==> src/shared/wsc_pkg.sv <==
package wsc_pkg;
  // ****************************************
  // Ranges and widths
  // ****************************************
  localparam int VAL_W = 24;
  localparam int CNT_W = 16;
  localparam int GAIN_FRAC = 16;
  localparam logic [VAL_W-1:0] VAL_MAX = 24'h98967F; // 9999999
  localparam logic [CNT_W-1:0] CNT_MAX = 16'hFFFF;

  // ****************************************
  // Register byte offsets
  // ****************************************
  localparam logic [5:0] OFF_CTRL = 6'h00;
  localparam logic [5:0] OFF_TARGET = 6'h04;
  localparam logic [5:0] OFF_HALF_WIN = 6'h08;
  localparam logic [5:0] OFF_DEADBAND = 6'h0C;
  localparam logic [5:0] OFF_CUTOFF = 6'h10;
  localparam logic [5:0] OFF_GAIN = 6'h14;
  localparam logic [5:0] OFF_SETTLE = 6'h18;
  localparam logic [5:0] OFF_INTERVAL = 6'h1C;
  localparam logic [5:0] OFF_TOL_WIN = 6'h20;
  localparam logic [5:0] OFF_STATUS = 6'h24;
  localparam logic [5:0] OFF_WEIGHT = 6'h28;

  // ****************************************
  // Control field positions
  // ****************************************
  localparam int CTRL_DIR_POS = 0;
  localparam int CTRL_CUT_POS = 2;
  localparam int CTRL_KIND_POS = 4;
  localparam int CTRL_BATCH_POS = 6;
  localparam int CTRL_SRC_POS = 8;

  // ****************************************
  // Status bit positions
  // ****************************************
  localparam int ST_SAT = 0;
  localparam int ST_FEED = 1;
  localparam int ST_INWIN = 2;
  localparam int ST_BUSY = 3;
  localparam int ST_SKIP = 4;
  localparam int ST_DONE = 5;

  // ****************************************
  // Reset values
  // ****************************************
  localparam logic [VAL_W-1:0] GAIN_RST = 24'h008000; // 0.5
  localparam logic [CNT_W-1:0] INTERVAL_RST = 16'h0001;
  localparam logic [CNT_W-1:0] SETTLE_RST = 16'h0000;

  // ****************************************
  // Timing
  // ****************************************
  localparam int CLK_PERIOD_NS = 4;
  localparam int TICK_NS = 100000000; // 0.1 s
  localparam int TICK_CYCLES = TICK_NS / CLK_PERIOD_NS;

  // ****************************************
  // Encodings
  // ****************************************
  typedef enum logic [1:0] {
    DIR_ABOVE = 2'h0,
    DIR_BELOW = 2'h1,
    DIR_INSIDE = 2'h2,
    DIR_OUTSIDE = 2'h3
  } wsc_dir_t;

  typedef enum logic [1:0] {
    CUT_OFF = 2'h0,
    CUT_FIXED = 2'h1,
    CUT_LEARN = 2'h2,
    CUT_FLOW = 2'h3
  } wsc_cut_t;

  typedef enum logic [1:0] {
    KIND_WEIGHT = 2'h0,
    KIND_TIME = 2'h1,
    KIND_COUNT = 2'h2
  } wsc_kind_t;

  typedef enum logic [1:0] {
    LS_IDLE = 2'b00,
    LS_SETTLE = 2'b01,
    LS_APPLY = 2'b11
  } wsc_learn_t;
endpackage : wsc_pkg

==> src/core/wsc_comparator.sv <==
// Register access over Avalon-MM and the placing of the registers were decided locally.
`timescale 1ns/1ps
module wsc_comparator #(
  parameter int NUM_SCALES = 4,
  parameter int SRC_W = 2,
  parameter int TICK_DIV = wsc_pkg::TICK_CYCLES,
  parameter int LEAD_SHIFT = 2
) (
  input wire logic clock_i,
  input wire logic rst_i,
  input wire logic [5:0] address_i,
  input wire logic read_i,
  input wire logic write_i,
  input wire logic [31:0] writedata_i,
  input wire logic [3:0] byteenable_i,
  output logic [31:0] readdata_o,
  output logic waitrequest_o,
  input wire logic [NUM_SCALES*32-1:0] weight_i,
  input wire logic [NUM_SCALES-1:0] sample_valid_i,
  input wire logic [NUM_SCALES-1:0] standstill_i,
  input wire logic batch_run_i,
  input wire logic batch_done_i,
  output logic feed_o,
  output logic satisfied_o
);
  // ****************************************
  // Helpers
  // ****************************************
  function automatic logic [31:0] be_merge(input logic [31:0] old, input logic [31:0] wd,
                                           input logic [3:0] be);
    logic [31:0] r;
    r = old;
    for (int i = 0; i < 4; i++) begin
      if (be[i]) begin
        r[i*8 +: 8] = wd[i*8 +: 8];
      end
    end
    return r;
  endfunction : be_merge

  // Saturate to the documented weight range
  function automatic logic [23:0] sat_val(input logic [31:0] v);
    return (v > {8'h00, wsc_pkg::VAL_MAX}) ? wsc_pkg::VAL_MAX : v[23:0];
  endfunction : sat_val

  // ****************************************
  // Declarations
  // ****************************************
  logic wait_ff;
  logic [31:0] rdata_ff;
  logic [1:0] dir_ff;
  logic [1:0] cut_ff;
  logic [1:0] kind_ff;
  logic batch_mode_ff;
  logic [SRC_W-1:0] src_ff;
  logic [23:0] target_ff;
  logic [23:0] half_win_ff;
  logic [23:0] deadband_ff;
  logic [23:0] cutoff_ff;
  logic [23:0] gain_ff;
  logic [15:0] settle_ff;
  logic [15:0] interval_ff;
  logic [23:0] tol_ff;
  logic skip_ff;
  logic done_ff;
  logic sat_ff;
  logic feed_ff;
  logic run_d_ff;
  logic [31:0] prev_w_ff;
  logic [15:0] tmr_cnt_ff;
  logic [15:0] bat_cnt_ff;
  logic [15:0] lrn_cnt_ff;
  logic [15:0] settle_cnt_ff;
  logic signed [33:0] cap_w_ff;
  wsc_pkg::wsc_learn_t lstate_ff;
  wsc_pkg::wsc_learn_t nxt_lstate;
  logic tick;
  logic acc;
  logic wr;
  logic [31:0] wr_word;
  logic [31:0] rd_mux;
  logic [31:0] w_raw;
  logic smp;
  logic still;
  logic signed [33:0] w;
  logic signed [33:0] w_eval;
  logic signed [33:0] tgt;
  logic signed [33:0] cut;
  logic signed [33:0] hw;
  logic signed [33:0] db;
  logic in_win;
  logic met;
  logic rearm;
  logic nxt_sat;
  logic signed [33:0] err;
  logic signed [58:0] prod;
  logic signed [33:0] new_cut;
  logic out_tol;
  logic lrn_apply;
  logic lrn_skip;
  logic lrn_start;

  // ****************************************
  // Tick source
  // ****************************************
  wsc_tick_div #(
    .DIV(TICK_DIV)
  ) u_tick (
    .clock_i(clock_i),
    .rst_i(rst_i),
    .tick_o(tick)
  );

  // ****************************************
  // Avalon-MM slave
  // ****************************************
  // Request held by master; one wait cycle then acknowledge
  assign acc = (read_i | write_i) & ~wait_ff;
  assign wr = acc & write_i;

  always_ff @(posedge clock_i) begin
    if (rst_i) begin
      wait_ff <= 1'b1;
    end else begin
      wait_ff <= ~((read_i | write_i) & wait_ff);
    end
  end

  // Read data registered during the wait cycle, stable at the ack edge
  always_ff @(posedge clock_i) begin
    if (rst_i) begin
      rdata_ff <= 32'h0;
    end else if (read_i & wait_ff) begin
      rdata_ff <= rd_mux;
    end
  end

  assign waitrequest_o = wait_ff;
  assign readdata_o = rdata_ff;

  always_comb begin
    rd_mux = 32'h0;
    case (address_i)
      wsc_pkg::OFF_CTRL: begin
        rd_mux[wsc_pkg::CTRL_DIR_POS +: 2] = dir_ff;
        rd_mux[wsc_pkg::CTRL_CUT_POS +: 2] = cut_ff;
        rd_mux[wsc_pkg::CTRL_KIND_POS +: 2] = kind_ff;
        rd_mux[wsc_pkg::CTRL_BATCH_POS] = batch_mode_ff;
        rd_mux[wsc_pkg::CTRL_SRC_POS +: SRC_W] = src_ff;
      end
      wsc_pkg::OFF_TARGET: rd_mux = {8'h00, target_ff};
      wsc_pkg::OFF_HALF_WIN: rd_mux = {8'h00, half_win_ff};
      wsc_pkg::OFF_DEADBAND: rd_mux = {8'h00, deadband_ff};
      wsc_pkg::OFF_CUTOFF: rd_mux = {8'h00, cutoff_ff};
      wsc_pkg::OFF_GAIN: rd_mux = {8'h00, gain_ff};
      wsc_pkg::OFF_SETTLE: rd_mux = {16'h0000, settle_ff};
      wsc_pkg::OFF_INTERVAL: rd_mux = {16'h0000, interval_ff};
      wsc_pkg::OFF_TOL_WIN: rd_mux = {8'h00, tol_ff};
      wsc_pkg::OFF_STATUS: begin
        rd_mux[wsc_pkg::ST_SAT] = sat_ff;
        rd_mux[wsc_pkg::ST_FEED] = feed_ff;
        rd_mux[wsc_pkg::ST_INWIN] = in_win;
        rd_mux[wsc_pkg::ST_BUSY] = (lstate_ff != wsc_pkg::LS_IDLE);
        rd_mux[wsc_pkg::ST_SKIP] = skip_ff;
        rd_mux[wsc_pkg::ST_DONE] = done_ff;
      end
      wsc_pkg::OFF_WEIGHT: rd_mux = w_raw;
      default: rd_mux = 32'h0;
    endcase
  end

  // ****************************************
  // Configuration registers
  // ****************************************
  always_comb begin
    wr_word = 32'h0;
    case (address_i)
      wsc_pkg::OFF_CTRL: wr_word = be_merge(rd_mux, writedata_i, byteenable_i);
      wsc_pkg::OFF_TARGET: wr_word = be_merge({8'h00, target_ff}, writedata_i, byteenable_i);
      wsc_pkg::OFF_HALF_WIN: wr_word = be_merge({8'h00, half_win_ff}, writedata_i, byteenable_i);
      wsc_pkg::OFF_DEADBAND: wr_word = be_merge({8'h00, deadband_ff}, writedata_i, byteenable_i);
      wsc_pkg::OFF_CUTOFF: wr_word = be_merge({8'h00, cutoff_ff}, writedata_i, byteenable_i);
      wsc_pkg::OFF_GAIN: wr_word = be_merge({8'h00, gain_ff}, writedata_i, byteenable_i);
      wsc_pkg::OFF_SETTLE: wr_word = be_merge({16'h0000, settle_ff}, writedata_i, byteenable_i);
      wsc_pkg::OFF_INTERVAL: wr_word = be_merge({16'h0000, interval_ff}, writedata_i, byteenable_i);
      wsc_pkg::OFF_TOL_WIN: wr_word = be_merge({8'h00, tol_ff}, writedata_i, byteenable_i);
      default: wr_word = writedata_i & {{8{byteenable_i[3]}}, {8{byteenable_i[2]}},
                                        {8{byteenable_i[1]}}, {8{byteenable_i[0]}}};
    endcase
  end

  // Target, window, deadband and tolerance saturate above range; gain, settle, interval truncate
  always_ff @(posedge clock_i) begin
    if (rst_i) begin
      dir_ff <= 2'h0;
      cut_ff <= 2'h0;
      kind_ff <= 2'h0;
      batch_mode_ff <= 1'b0;
      src_ff <= '0;
      target_ff <= 24'h0;
      half_win_ff <= 24'h0;
      deadband_ff <= 24'h0;
      gain_ff <= wsc_pkg::GAIN_RST;
      settle_ff <= wsc_pkg::SETTLE_RST;
      interval_ff <= wsc_pkg::INTERVAL_RST;
      tol_ff <= 24'h0;
    end else if (wr) begin
      case (address_i)
        wsc_pkg::OFF_CTRL: begin
          dir_ff <= wr_word[wsc_pkg::CTRL_DIR_POS +: 2];
          cut_ff <= wr_word[wsc_pkg::CTRL_CUT_POS +: 2];
          kind_ff <= wr_word[wsc_pkg::CTRL_KIND_POS +: 2];
          batch_mode_ff <= wr_word[wsc_pkg::CTRL_BATCH_POS];
          src_ff <= wr_word[wsc_pkg::CTRL_SRC_POS +: SRC_W];
        end
        wsc_pkg::OFF_TARGET: target_ff <= sat_val(wr_word);
        wsc_pkg::OFF_HALF_WIN: half_win_ff <= sat_val(wr_word);
        wsc_pkg::OFF_DEADBAND: deadband_ff <= sat_val(wr_word);
        wsc_pkg::OFF_GAIN: gain_ff <= wr_word[23:0];
        wsc_pkg::OFF_SETTLE: settle_ff <= wr_word[15:0];
        wsc_pkg::OFF_INTERVAL: interval_ff <= wr_word[15:0];
        wsc_pkg::OFF_TOL_WIN: tol_ff <= sat_val(wr_word);
        default: ;
      endcase
    end
  end

  // ****************************************
  // Source scale and comparison
  // ****************************************
  assign w_raw = weight_i[src_ff*32 +: 32];
  assign smp = sample_valid_i[src_ff];
  assign still = standstill_i[src_ff];
  assign w = {{2{w_raw[31]}}, w_raw};
  assign tgt = $signed({10'h000, target_ff});
  assign hw = $signed({10'h000, half_win_ff});
  assign db = $signed({10'h000, deadband_ff});
  assign cut = (cut_ff == wsc_pkg::CUT_OFF) ? 34'sh0 : $signed({10'h000, cutoff_ff});

  // Flow mode looks ahead by the last sample step, scaled
  assign w_eval = (cut_ff == wsc_pkg::CUT_FLOW) ? w + ((w - $signed({{2{prev_w_ff[31]}}, prev_w_ff})) <<< LEAD_SHIFT) : w;

  assign in_win = (w >= tgt - hw) && (w <= tgt + hw);

  always_comb begin
    met = 1'b0;
    rearm = 1'b0;
    case (kind_ff)
      wsc_pkg::KIND_TIME: begin
        met = tmr_cnt_ff >= target_ff[15:0];
        rearm = ~met;
      end
      wsc_pkg::KIND_COUNT: begin
        met = bat_cnt_ff >= target_ff[15:0];
        rearm = ~met;
      end
      default: begin
        case (dir_ff)
          wsc_pkg::DIR_ABOVE: begin
            met = w_eval >= tgt - cut;
            rearm = w < tgt - db;
          end
          wsc_pkg::DIR_BELOW: begin
            met = w_eval < tgt + cut;
            rearm = w > tgt + db;
          end
          wsc_pkg::DIR_INSIDE: begin
            met = in_win;
            rearm = (w < tgt - hw - db) || (w > tgt + hw + db);
          end
          default: begin
            met = ~in_win;
            rearm = (w > tgt - hw + db) && (w < tgt + hw - db);
          end
        endcase
      end
    endcase
  end

  // Latched trip; in batch mode a new batch re-arms so the feed can start again
  always_comb begin
    nxt_sat = sat_ff;
    if (batch_mode_ff && batch_run_i && !run_d_ff) begin
      nxt_sat = 1'b0;
    end else if (smp || kind_ff != wsc_pkg::KIND_WEIGHT) begin
      if (!sat_ff && met) begin
        nxt_sat = 1'b1;
      end else if (sat_ff && rearm) begin
        nxt_sat = 1'b0;
      end
    end
  end

  // Output follows the trip at the same edge as the sample
  always_ff @(posedge clock_i) begin
    if (rst_i) begin
      sat_ff <= 1'b0;
      feed_ff <= 1'b0;
      run_d_ff <= 1'b0;
    end else begin
      sat_ff <= nxt_sat;
      run_d_ff <= batch_run_i;
      feed_ff <= batch_mode_ff ? (batch_run_i & ~nxt_sat) : nxt_sat;
    end
  end

  assign feed_o = feed_ff;
  assign satisfied_o = sat_ff;

  // Previous sample for the rate estimate
  always_ff @(posedge clock_i) begin
    if (rst_i) begin
      prev_w_ff <= 32'h0;
    end else if (smp) begin
      prev_w_ff <= w_raw;
    end
  end

  // ****************************************
  // Timer and batch counters
  // ****************************************
  // Time counts only while the batch runs; saturates at 65535
  always_ff @(posedge clock_i) begin
    if (rst_i || !batch_run_i) begin
      tmr_cnt_ff <= 16'h0;
    end else if (tick && tmr_cnt_ff != wsc_pkg::CNT_MAX) begin
      tmr_cnt_ff <= tmr_cnt_ff + 16'h1;
    end
  end

  // Control write restarts the batch tally
  always_ff @(posedge clock_i) begin
    if (rst_i || (wr && address_i == wsc_pkg::OFF_CTRL)) begin
      bat_cnt_ff <= 16'h0;
    end else if (batch_done_i && bat_cnt_ff != wsc_pkg::CNT_MAX) begin
      bat_cnt_ff <= bat_cnt_ff + 16'h1;
    end
  end

  // ****************************************
  // Adaptive cutoff learning
  // ****************************************
  // Interval zero means learning never fires
  assign lrn_start = batch_done_i && cut_ff == wsc_pkg::CUT_LEARN && interval_ff != 16'h0 &&
                     lrn_cnt_ff + 16'h1 >= interval_ff;

  always_ff @(posedge clock_i) begin
    if (rst_i || cut_ff != wsc_pkg::CUT_LEARN) begin
      lrn_cnt_ff <= 16'h0;
    end else if (batch_done_i) begin
      lrn_cnt_ff <= lrn_start ? 16'h0 : lrn_cnt_ff + 16'h1;
    end
  end

  assign err = (dir_ff == wsc_pkg::DIR_BELOW) ? tgt - cap_w_ff : cap_w_ff - tgt;
  assign prod = err * $signed({1'b0, gain_ff});
  assign new_cut = $signed({10'h000, cutoff_ff}) + $signed(prod[49:16]);
  assign out_tol = tol_ff != 24'h0 && (err > $signed({10'h000, tol_ff}) ||
                   err < -$signed({10'h000, tol_ff}));
  assign lrn_apply = lstate_ff == wsc_pkg::LS_APPLY && !out_tol && dir_ff[1] == 1'b0;
  assign lrn_skip = (lstate_ff == wsc_pkg::LS_APPLY && !lrn_apply) ||
                    (lstate_ff == wsc_pkg::LS_SETTLE && !(still && smp) && settle_ff != 16'h0 &&
                     tick && settle_cnt_ff + 16'h1 >= settle_ff);

  always_comb begin
    nxt_lstate = lstate_ff;
    case (lstate_ff)
      wsc_pkg::LS_IDLE: if (lrn_start) nxt_lstate = wsc_pkg::LS_SETTLE;
      wsc_pkg::LS_SETTLE: begin
        if (still && smp) begin
          nxt_lstate = wsc_pkg::LS_APPLY;
        end else if (lrn_skip) begin
          nxt_lstate = wsc_pkg::LS_IDLE;
        end
      end
      wsc_pkg::LS_APPLY: nxt_lstate = wsc_pkg::LS_IDLE;
      default: nxt_lstate = wsc_pkg::LS_IDLE;
    endcase
  end

  // Settle count runs in ticks while waiting
  always_ff @(posedge clock_i) begin
    if (rst_i) begin
      lstate_ff <= wsc_pkg::LS_IDLE;
      settle_cnt_ff <= 16'h0;
      cap_w_ff <= 34'sh0;
    end else begin
      lstate_ff <= nxt_lstate;
      if (lstate_ff != wsc_pkg::LS_SETTLE) begin
        settle_cnt_ff <= 16'h0;
      end else if (tick) begin
        settle_cnt_ff <= settle_cnt_ff + 16'h1;
      end
      if (lstate_ff == wsc_pkg::LS_SETTLE && still && smp) begin
        cap_w_ff <= w;
      end
    end
  end

  // Software write wins over a learn update in the same cycle
  always_ff @(posedge clock_i) begin
    if (rst_i) begin
      cutoff_ff <= 24'h0;
    end else if (wr && address_i == wsc_pkg::OFF_CUTOFF) begin
      cutoff_ff <= sat_val(wr_word);
    end else if (lrn_apply) begin
      if (new_cut < 34'sh0) begin
        cutoff_ff <= 24'h0;
      end else if (new_cut > $signed({10'h000, wsc_pkg::VAL_MAX})) begin
        cutoff_ff <= wsc_pkg::VAL_MAX;
      end else begin
        cutoff_ff <= new_cut[23:0];
      end
    end
  end

  // Sticky learn outcome; a new event beats a write-one clear
  always_ff @(posedge clock_i) begin
    if (rst_i) begin
      skip_ff <= 1'b0;
      done_ff <= 1'b0;
    end else begin
      if (lrn_skip) begin
        skip_ff <= 1'b1;
      end else if (wr && address_i == wsc_pkg::OFF_STATUS && wr_word[wsc_pkg::ST_SKIP]) begin
        skip_ff <= 1'b0;
      end
      if (lrn_apply) begin
        done_ff <= 1'b1;
      end else if (wr && address_i == wsc_pkg::OFF_STATUS && wr_word[wsc_pkg::ST_DONE]) begin
        done_ff <= 1'b0;
      end
    end
  end
endmodule : wsc_comparator

==> src/core/wsc_tick_div.sv <==
`timescale 1ns/1ps
// ****************************************
// Tenth-second tick divider
// ****************************************
module wsc_tick_div #(
  parameter int DIV = wsc_pkg::TICK_CYCLES
) (
  input wire logic clock_i,
  input wire logic rst_i,
  output logic tick_o
);
  logic [31:0] cnt_ff;

  // Free-running count, one-cycle pulse at wrap
  always_ff @(posedge clock_i) begin
    if (rst_i) begin
      cnt_ff <= 32'h0;
      tick_o <= 1'b0;
    end else if (cnt_ff >= 32'(DIV - 1)) begin
      cnt_ff <= 32'h0;
      tick_o <= 1'b1;
    end else begin
      cnt_ff <= cnt_ff + 32'h1;
      tick_o <= 1'b0;
    end
  end
endmodule : wsc_tick_div

==> config.mk <==
export PLATFORM = sky130hd
export DESIGN_NAME = wsc_comparator
export DESIGN_NICKNAME = d
export VERILOG_FILES = /design/src/shared/wsc_pkg.sv /design/src/core/wsc_comparator.sv /design/src/core/wsc_tick_div.sv
export SDC_FILE = /design/constraint.sdc
export NUM_CORES = 2
export LEC_CHECK = 0
export BUFFER_PORTS_ARGS = -buffer_cell sky130_fd_sc_hd__buf_2
export CELL_PAD_IN_SITES_DETAIL_PLACEMENT = 2
export CELL_PAD_IN_SITES_GLOBAL_PLACEMENT = 2
export CORE_AREA = 2 2 534 536
export DETAILED_ROUTE_END_ITERATION = 10
export DIE_AREA = 0 0 536 538
export PLACE_DENSITY_LB_ADDON = 0.15
export SYNTH_ARGS = -nofsm -noshare
export SYNTH_HDL_FRONTEND = slang
export SYNTH_SLANG_ARGS = --single-unit
==> constraint.sdc <==
create_clock -name clock_i -period 15 [get_ports clock_i]
set_clock_uncertainty 0.2 [all_clocks]
set_input_delay 1.5 -clock clock_i [delete_from_list [all_inputs] [get_ports clock_i]]
set_output_delay 1.5 -clock clock_i [all_outputs]
set_load 0.05 [all_outputs]
==> impl_metrics.csv <==
group,metric,value,unit
global_route,grt_max_degree,113,
global_route,grt_pass1_vias,71374,
synth,async_reset_ff_share,0,%
die,io_pins,219,
drt,wl_per_cell,28.5,um
setup_path,regToRegSetupSlack,1150,ps
drt,ant_nets,0,
drt,vias_per_cell,5.18,
global_route,antenna_found_initial,51,
synth,yosysMostFrequentCell,"inv_1",
die,initial_utilization,24.9,%
cts,post_cts_resized,0,
die,die_h,538,um
cts,clkLatencyLatePin,750,ps
synth,synth_edf_count,0,
timing,rsz0062_at_grt,"no",
layout,final_util,27.8,%
cts,cts_tree,"built",
synth,synth_xor_area_share,6.16,%
global_route,grt_pass1_wl,515,mm
cts,cts_sinks,386,
flow_run,cap_violations,0,
layout,drive_gt1_share,7.81,%
power_and_ir_drop,finalPower,3680,uW
synth,ys.flop_type,"dfxtp_1",
timing,fmax,0.0722,GHz
setup_path,critPathMostFrequentCell,"fa_1",
setup_path,cpPeakStageDelay,900,ps
cts,cts_buffers,56,
setup_path,critPathCaptureType,"flop",
setup_path,crit_type,"reg -> reg",
die,std_cell_rows,196,
synth,yosysTopAreaCellShare,21.0,%
synth,synth_compound_area_share,16.2,%
synth,yosysTopAreaCell,"fa_1",
synth,synth_fa_ha_area_share,37.7,%
setup_path,critPathSlowestCell,"a2111oi_0",
synth,synthesis.area,70400,um^2
cts,cts_max_path_buffers,3,
die,die_w,536,um
timing,finalCritPeriodShare,92.3,%
timing,finalCriticalPeriod,13850,ps
setup_path,cp_max_fo,12,
timing,setup_viol,0,
drt,drt_iter0_drc,3665,
setup_path,required,15460,ps
cts,cts_setup_buffers,0,
worst_hold_path,min_from,"readdata_o[25]",
timing,tns,0,ps
timing,slew_headroom,9.40,%
setup_path,worstSetupStartpoint,"target_ff[0]",
setup_path,worstReg2RegStart,"target_ff[0]",
cts,root_buffer,"clkbuf_16",
placed_design,dp_hpwl,293,mm
worst_hold_path,worst_hold_path.endpoint,"readdata_o[25]",
power_and_ir_drop,irDropWorstVdd,0.000111,V
setup_path,cp.arrival,14310,ps
timing,tightestPinTransition,1360,ps
layout,area_delta_synth_final,11.8,%
power_and_ir_drop,p_per_area,46.7,nW/um^2
worst_hold_path,hold_class,"reg -> reg",
drt,drc_errors,0,
die,core_area,283000,um^2
cts,cts-htree-levels,2,
synth,synth_cell_types,90,
run_status,status,"finished clean",
synth,syn-instance-count,8673,
layout,layout.cells.non_filler,12589,
synth,avgSynthCellArea,8.12,um^2
setup_path,reg2reg_depth,47,
cts,clk_pin_slew,60,ps
global_route,grt_overflow_total,0,
global_route,grt_usage,24.5,%
synth,synth_warnings,0,
drt,wirelength,359,mm
synth,synth_simple_gate_area_share,18.4,%
drt,num_vias,65220,
synth,ys_ff_latch,386,
placed_design,placement.io_buffers,218,
synth,yosys-top-cells-area,"fa_1 (21%), ha_1 (17%), dfxtp_1 (11%)",
synth,seq_area_frac_synth,11.0,%
synth,synth.area.mux_share,2.13,%
power_and_ir_drop,p_leak,0.0351,uW
synth,synth_commonest_cells,"inv_1 (1,205), ha_1 (935), nand2_1 (778)",
placed_design,gp_congestion,0.911,
worst_hold_path,whs_path_depth,2,
setup_path,r2r-end,"cutoff_ff[17]",
synth,synth_top_family_by_area,"adder cells",
drt,dr.pass1.iters,7,
timing,slew_viol_final,0,
cts,ctsHoldBuffers,0,
die,die-area,288000,um^2
timing,final_hold_viol_count,0,
layout,finalNetCount,10616,
placed_design,dp.cells,12461,
setup_path,startpoint_type,"flop",
## metrics by stage
| stage | setup slack [ps] | hold slack, ps | instance area (um^2) |
|---|---|---|---|
| after floorplan | 2890 | 230 | 70400 |
| after global placement | 1400 | 237 | 76600 |
| after detailed placement | 1210 | 246 | 76600 |
| after CTS | 1160 | 258 | 78600 |
| after global routing | 154 | 278 | 78600 |
| final | 1150 | 255 | 78700 |
## state kept, by name (all words and copies together), names as in the netlist, 24 cells and up
register,count
cap_w_ff,32
cutoff_ff,24
deadband_ff,24
gain_ff,24
half_win_ff,24
prev_w_ff,32
readdata_o,32
target_ff,24
tol_ff,24
u_tick.cnt_ff,32
## cell families (layout without fill, tap and decap cells)
family          count (synthesis)  after routing
mux                           101            101
other cells                     1             30
simple gates                 2662           2662
buf+inv                      1599           1724
xor+xnor                      490            490
flops                         386            386
fa+ha+maj                    1675           1675
compound gates               1759           1759
## area by class of cell
class | instances | area [um^2]
Inverter | 1206 | 4530
Fill cell | 32582 | 205000
Sequential cell | 386 | 7740
Clock buffer | 76 | 1590
Timing Repair Buffer | 413 | 2600
Tap cell | 3762 | 4710
Antenna cell | 23 | 57.6
Multi-Input combinational cell | 6694 | 57000
Clock inverter | 29 | 494
## worst max-delay path, delay by kind of cell (launching register included)
kind	cells	cell delay, ps
AND/OR/NAND/NOR	11	3110
XOR/XNOR	4	1100
adder cells (fa/ha/maj)	11	4970
AO/OA/AOI/OAI	14	3470
buffers and inverters	7	560
flip-flops	1	340
## layout by cell type, fill, tap and decap left out, types with 20 or more instances in the layout
master and count:
nor2b_1 98, inv_1 1205, nand4_1 92, a22oi_1 44, nand2b_1 106, buf_4 192
o211ai_1 34, clkbuf_16 56, fa_1 740, a21o_1 171, xor2_1 161, nor2_1 634
o41ai_1 20, dfxtp_1 381, mux2_2 48, o22ai_1 23, a21oi_1 536, a221oi_1 27
or3_1 50, diode_2 23, o21bai_1 54, xnor2_1 299, a311oi_1 20, and2_1 433
o21a_1 61, o21ai_0 345, and3_1 60, a31oi_1 46, nor4_1 40, buf_2 217
nand2_1 777, mux4_2 34, ha_1 935, nand3_1 149, nor3_1 119, a211oi_1 150
## report_power, final
group,switching (uW),total [uW],leakage (uW),internal (uW)
clock network,646,1560,0.00100,918
logic,691,1060,0.0310,373
registers,10.9,1050,0.00313,1040
## how the worst max path moves through the flow
| stage | cells past startpoint | endpoint | slack, ps |
|---|---|---|---|
| after floorplan | 48 | cutoff_ff[19] | 2890 |
| after global placement | 47 | cutoff_ff[13] | 1400 |
| after detailed placement | 47 | cutoff_ff[17] | 1210 |
| after CTS | 47 | cutoff_ff[18] | 1160 |
| after global routing | 47 | cutoff_ff[18] | 150 |
| final | 47 | cutoff_ff[17] | 1150 |
## per-layer routing
metal  track usage [%]  routed length, um
met1              32.8             165000
met2              42.3             171000
met4              6.31              10900
met3              1.93              11700
met5                 0                107
No activity file was read; power rests on OpenSTA's default activity.
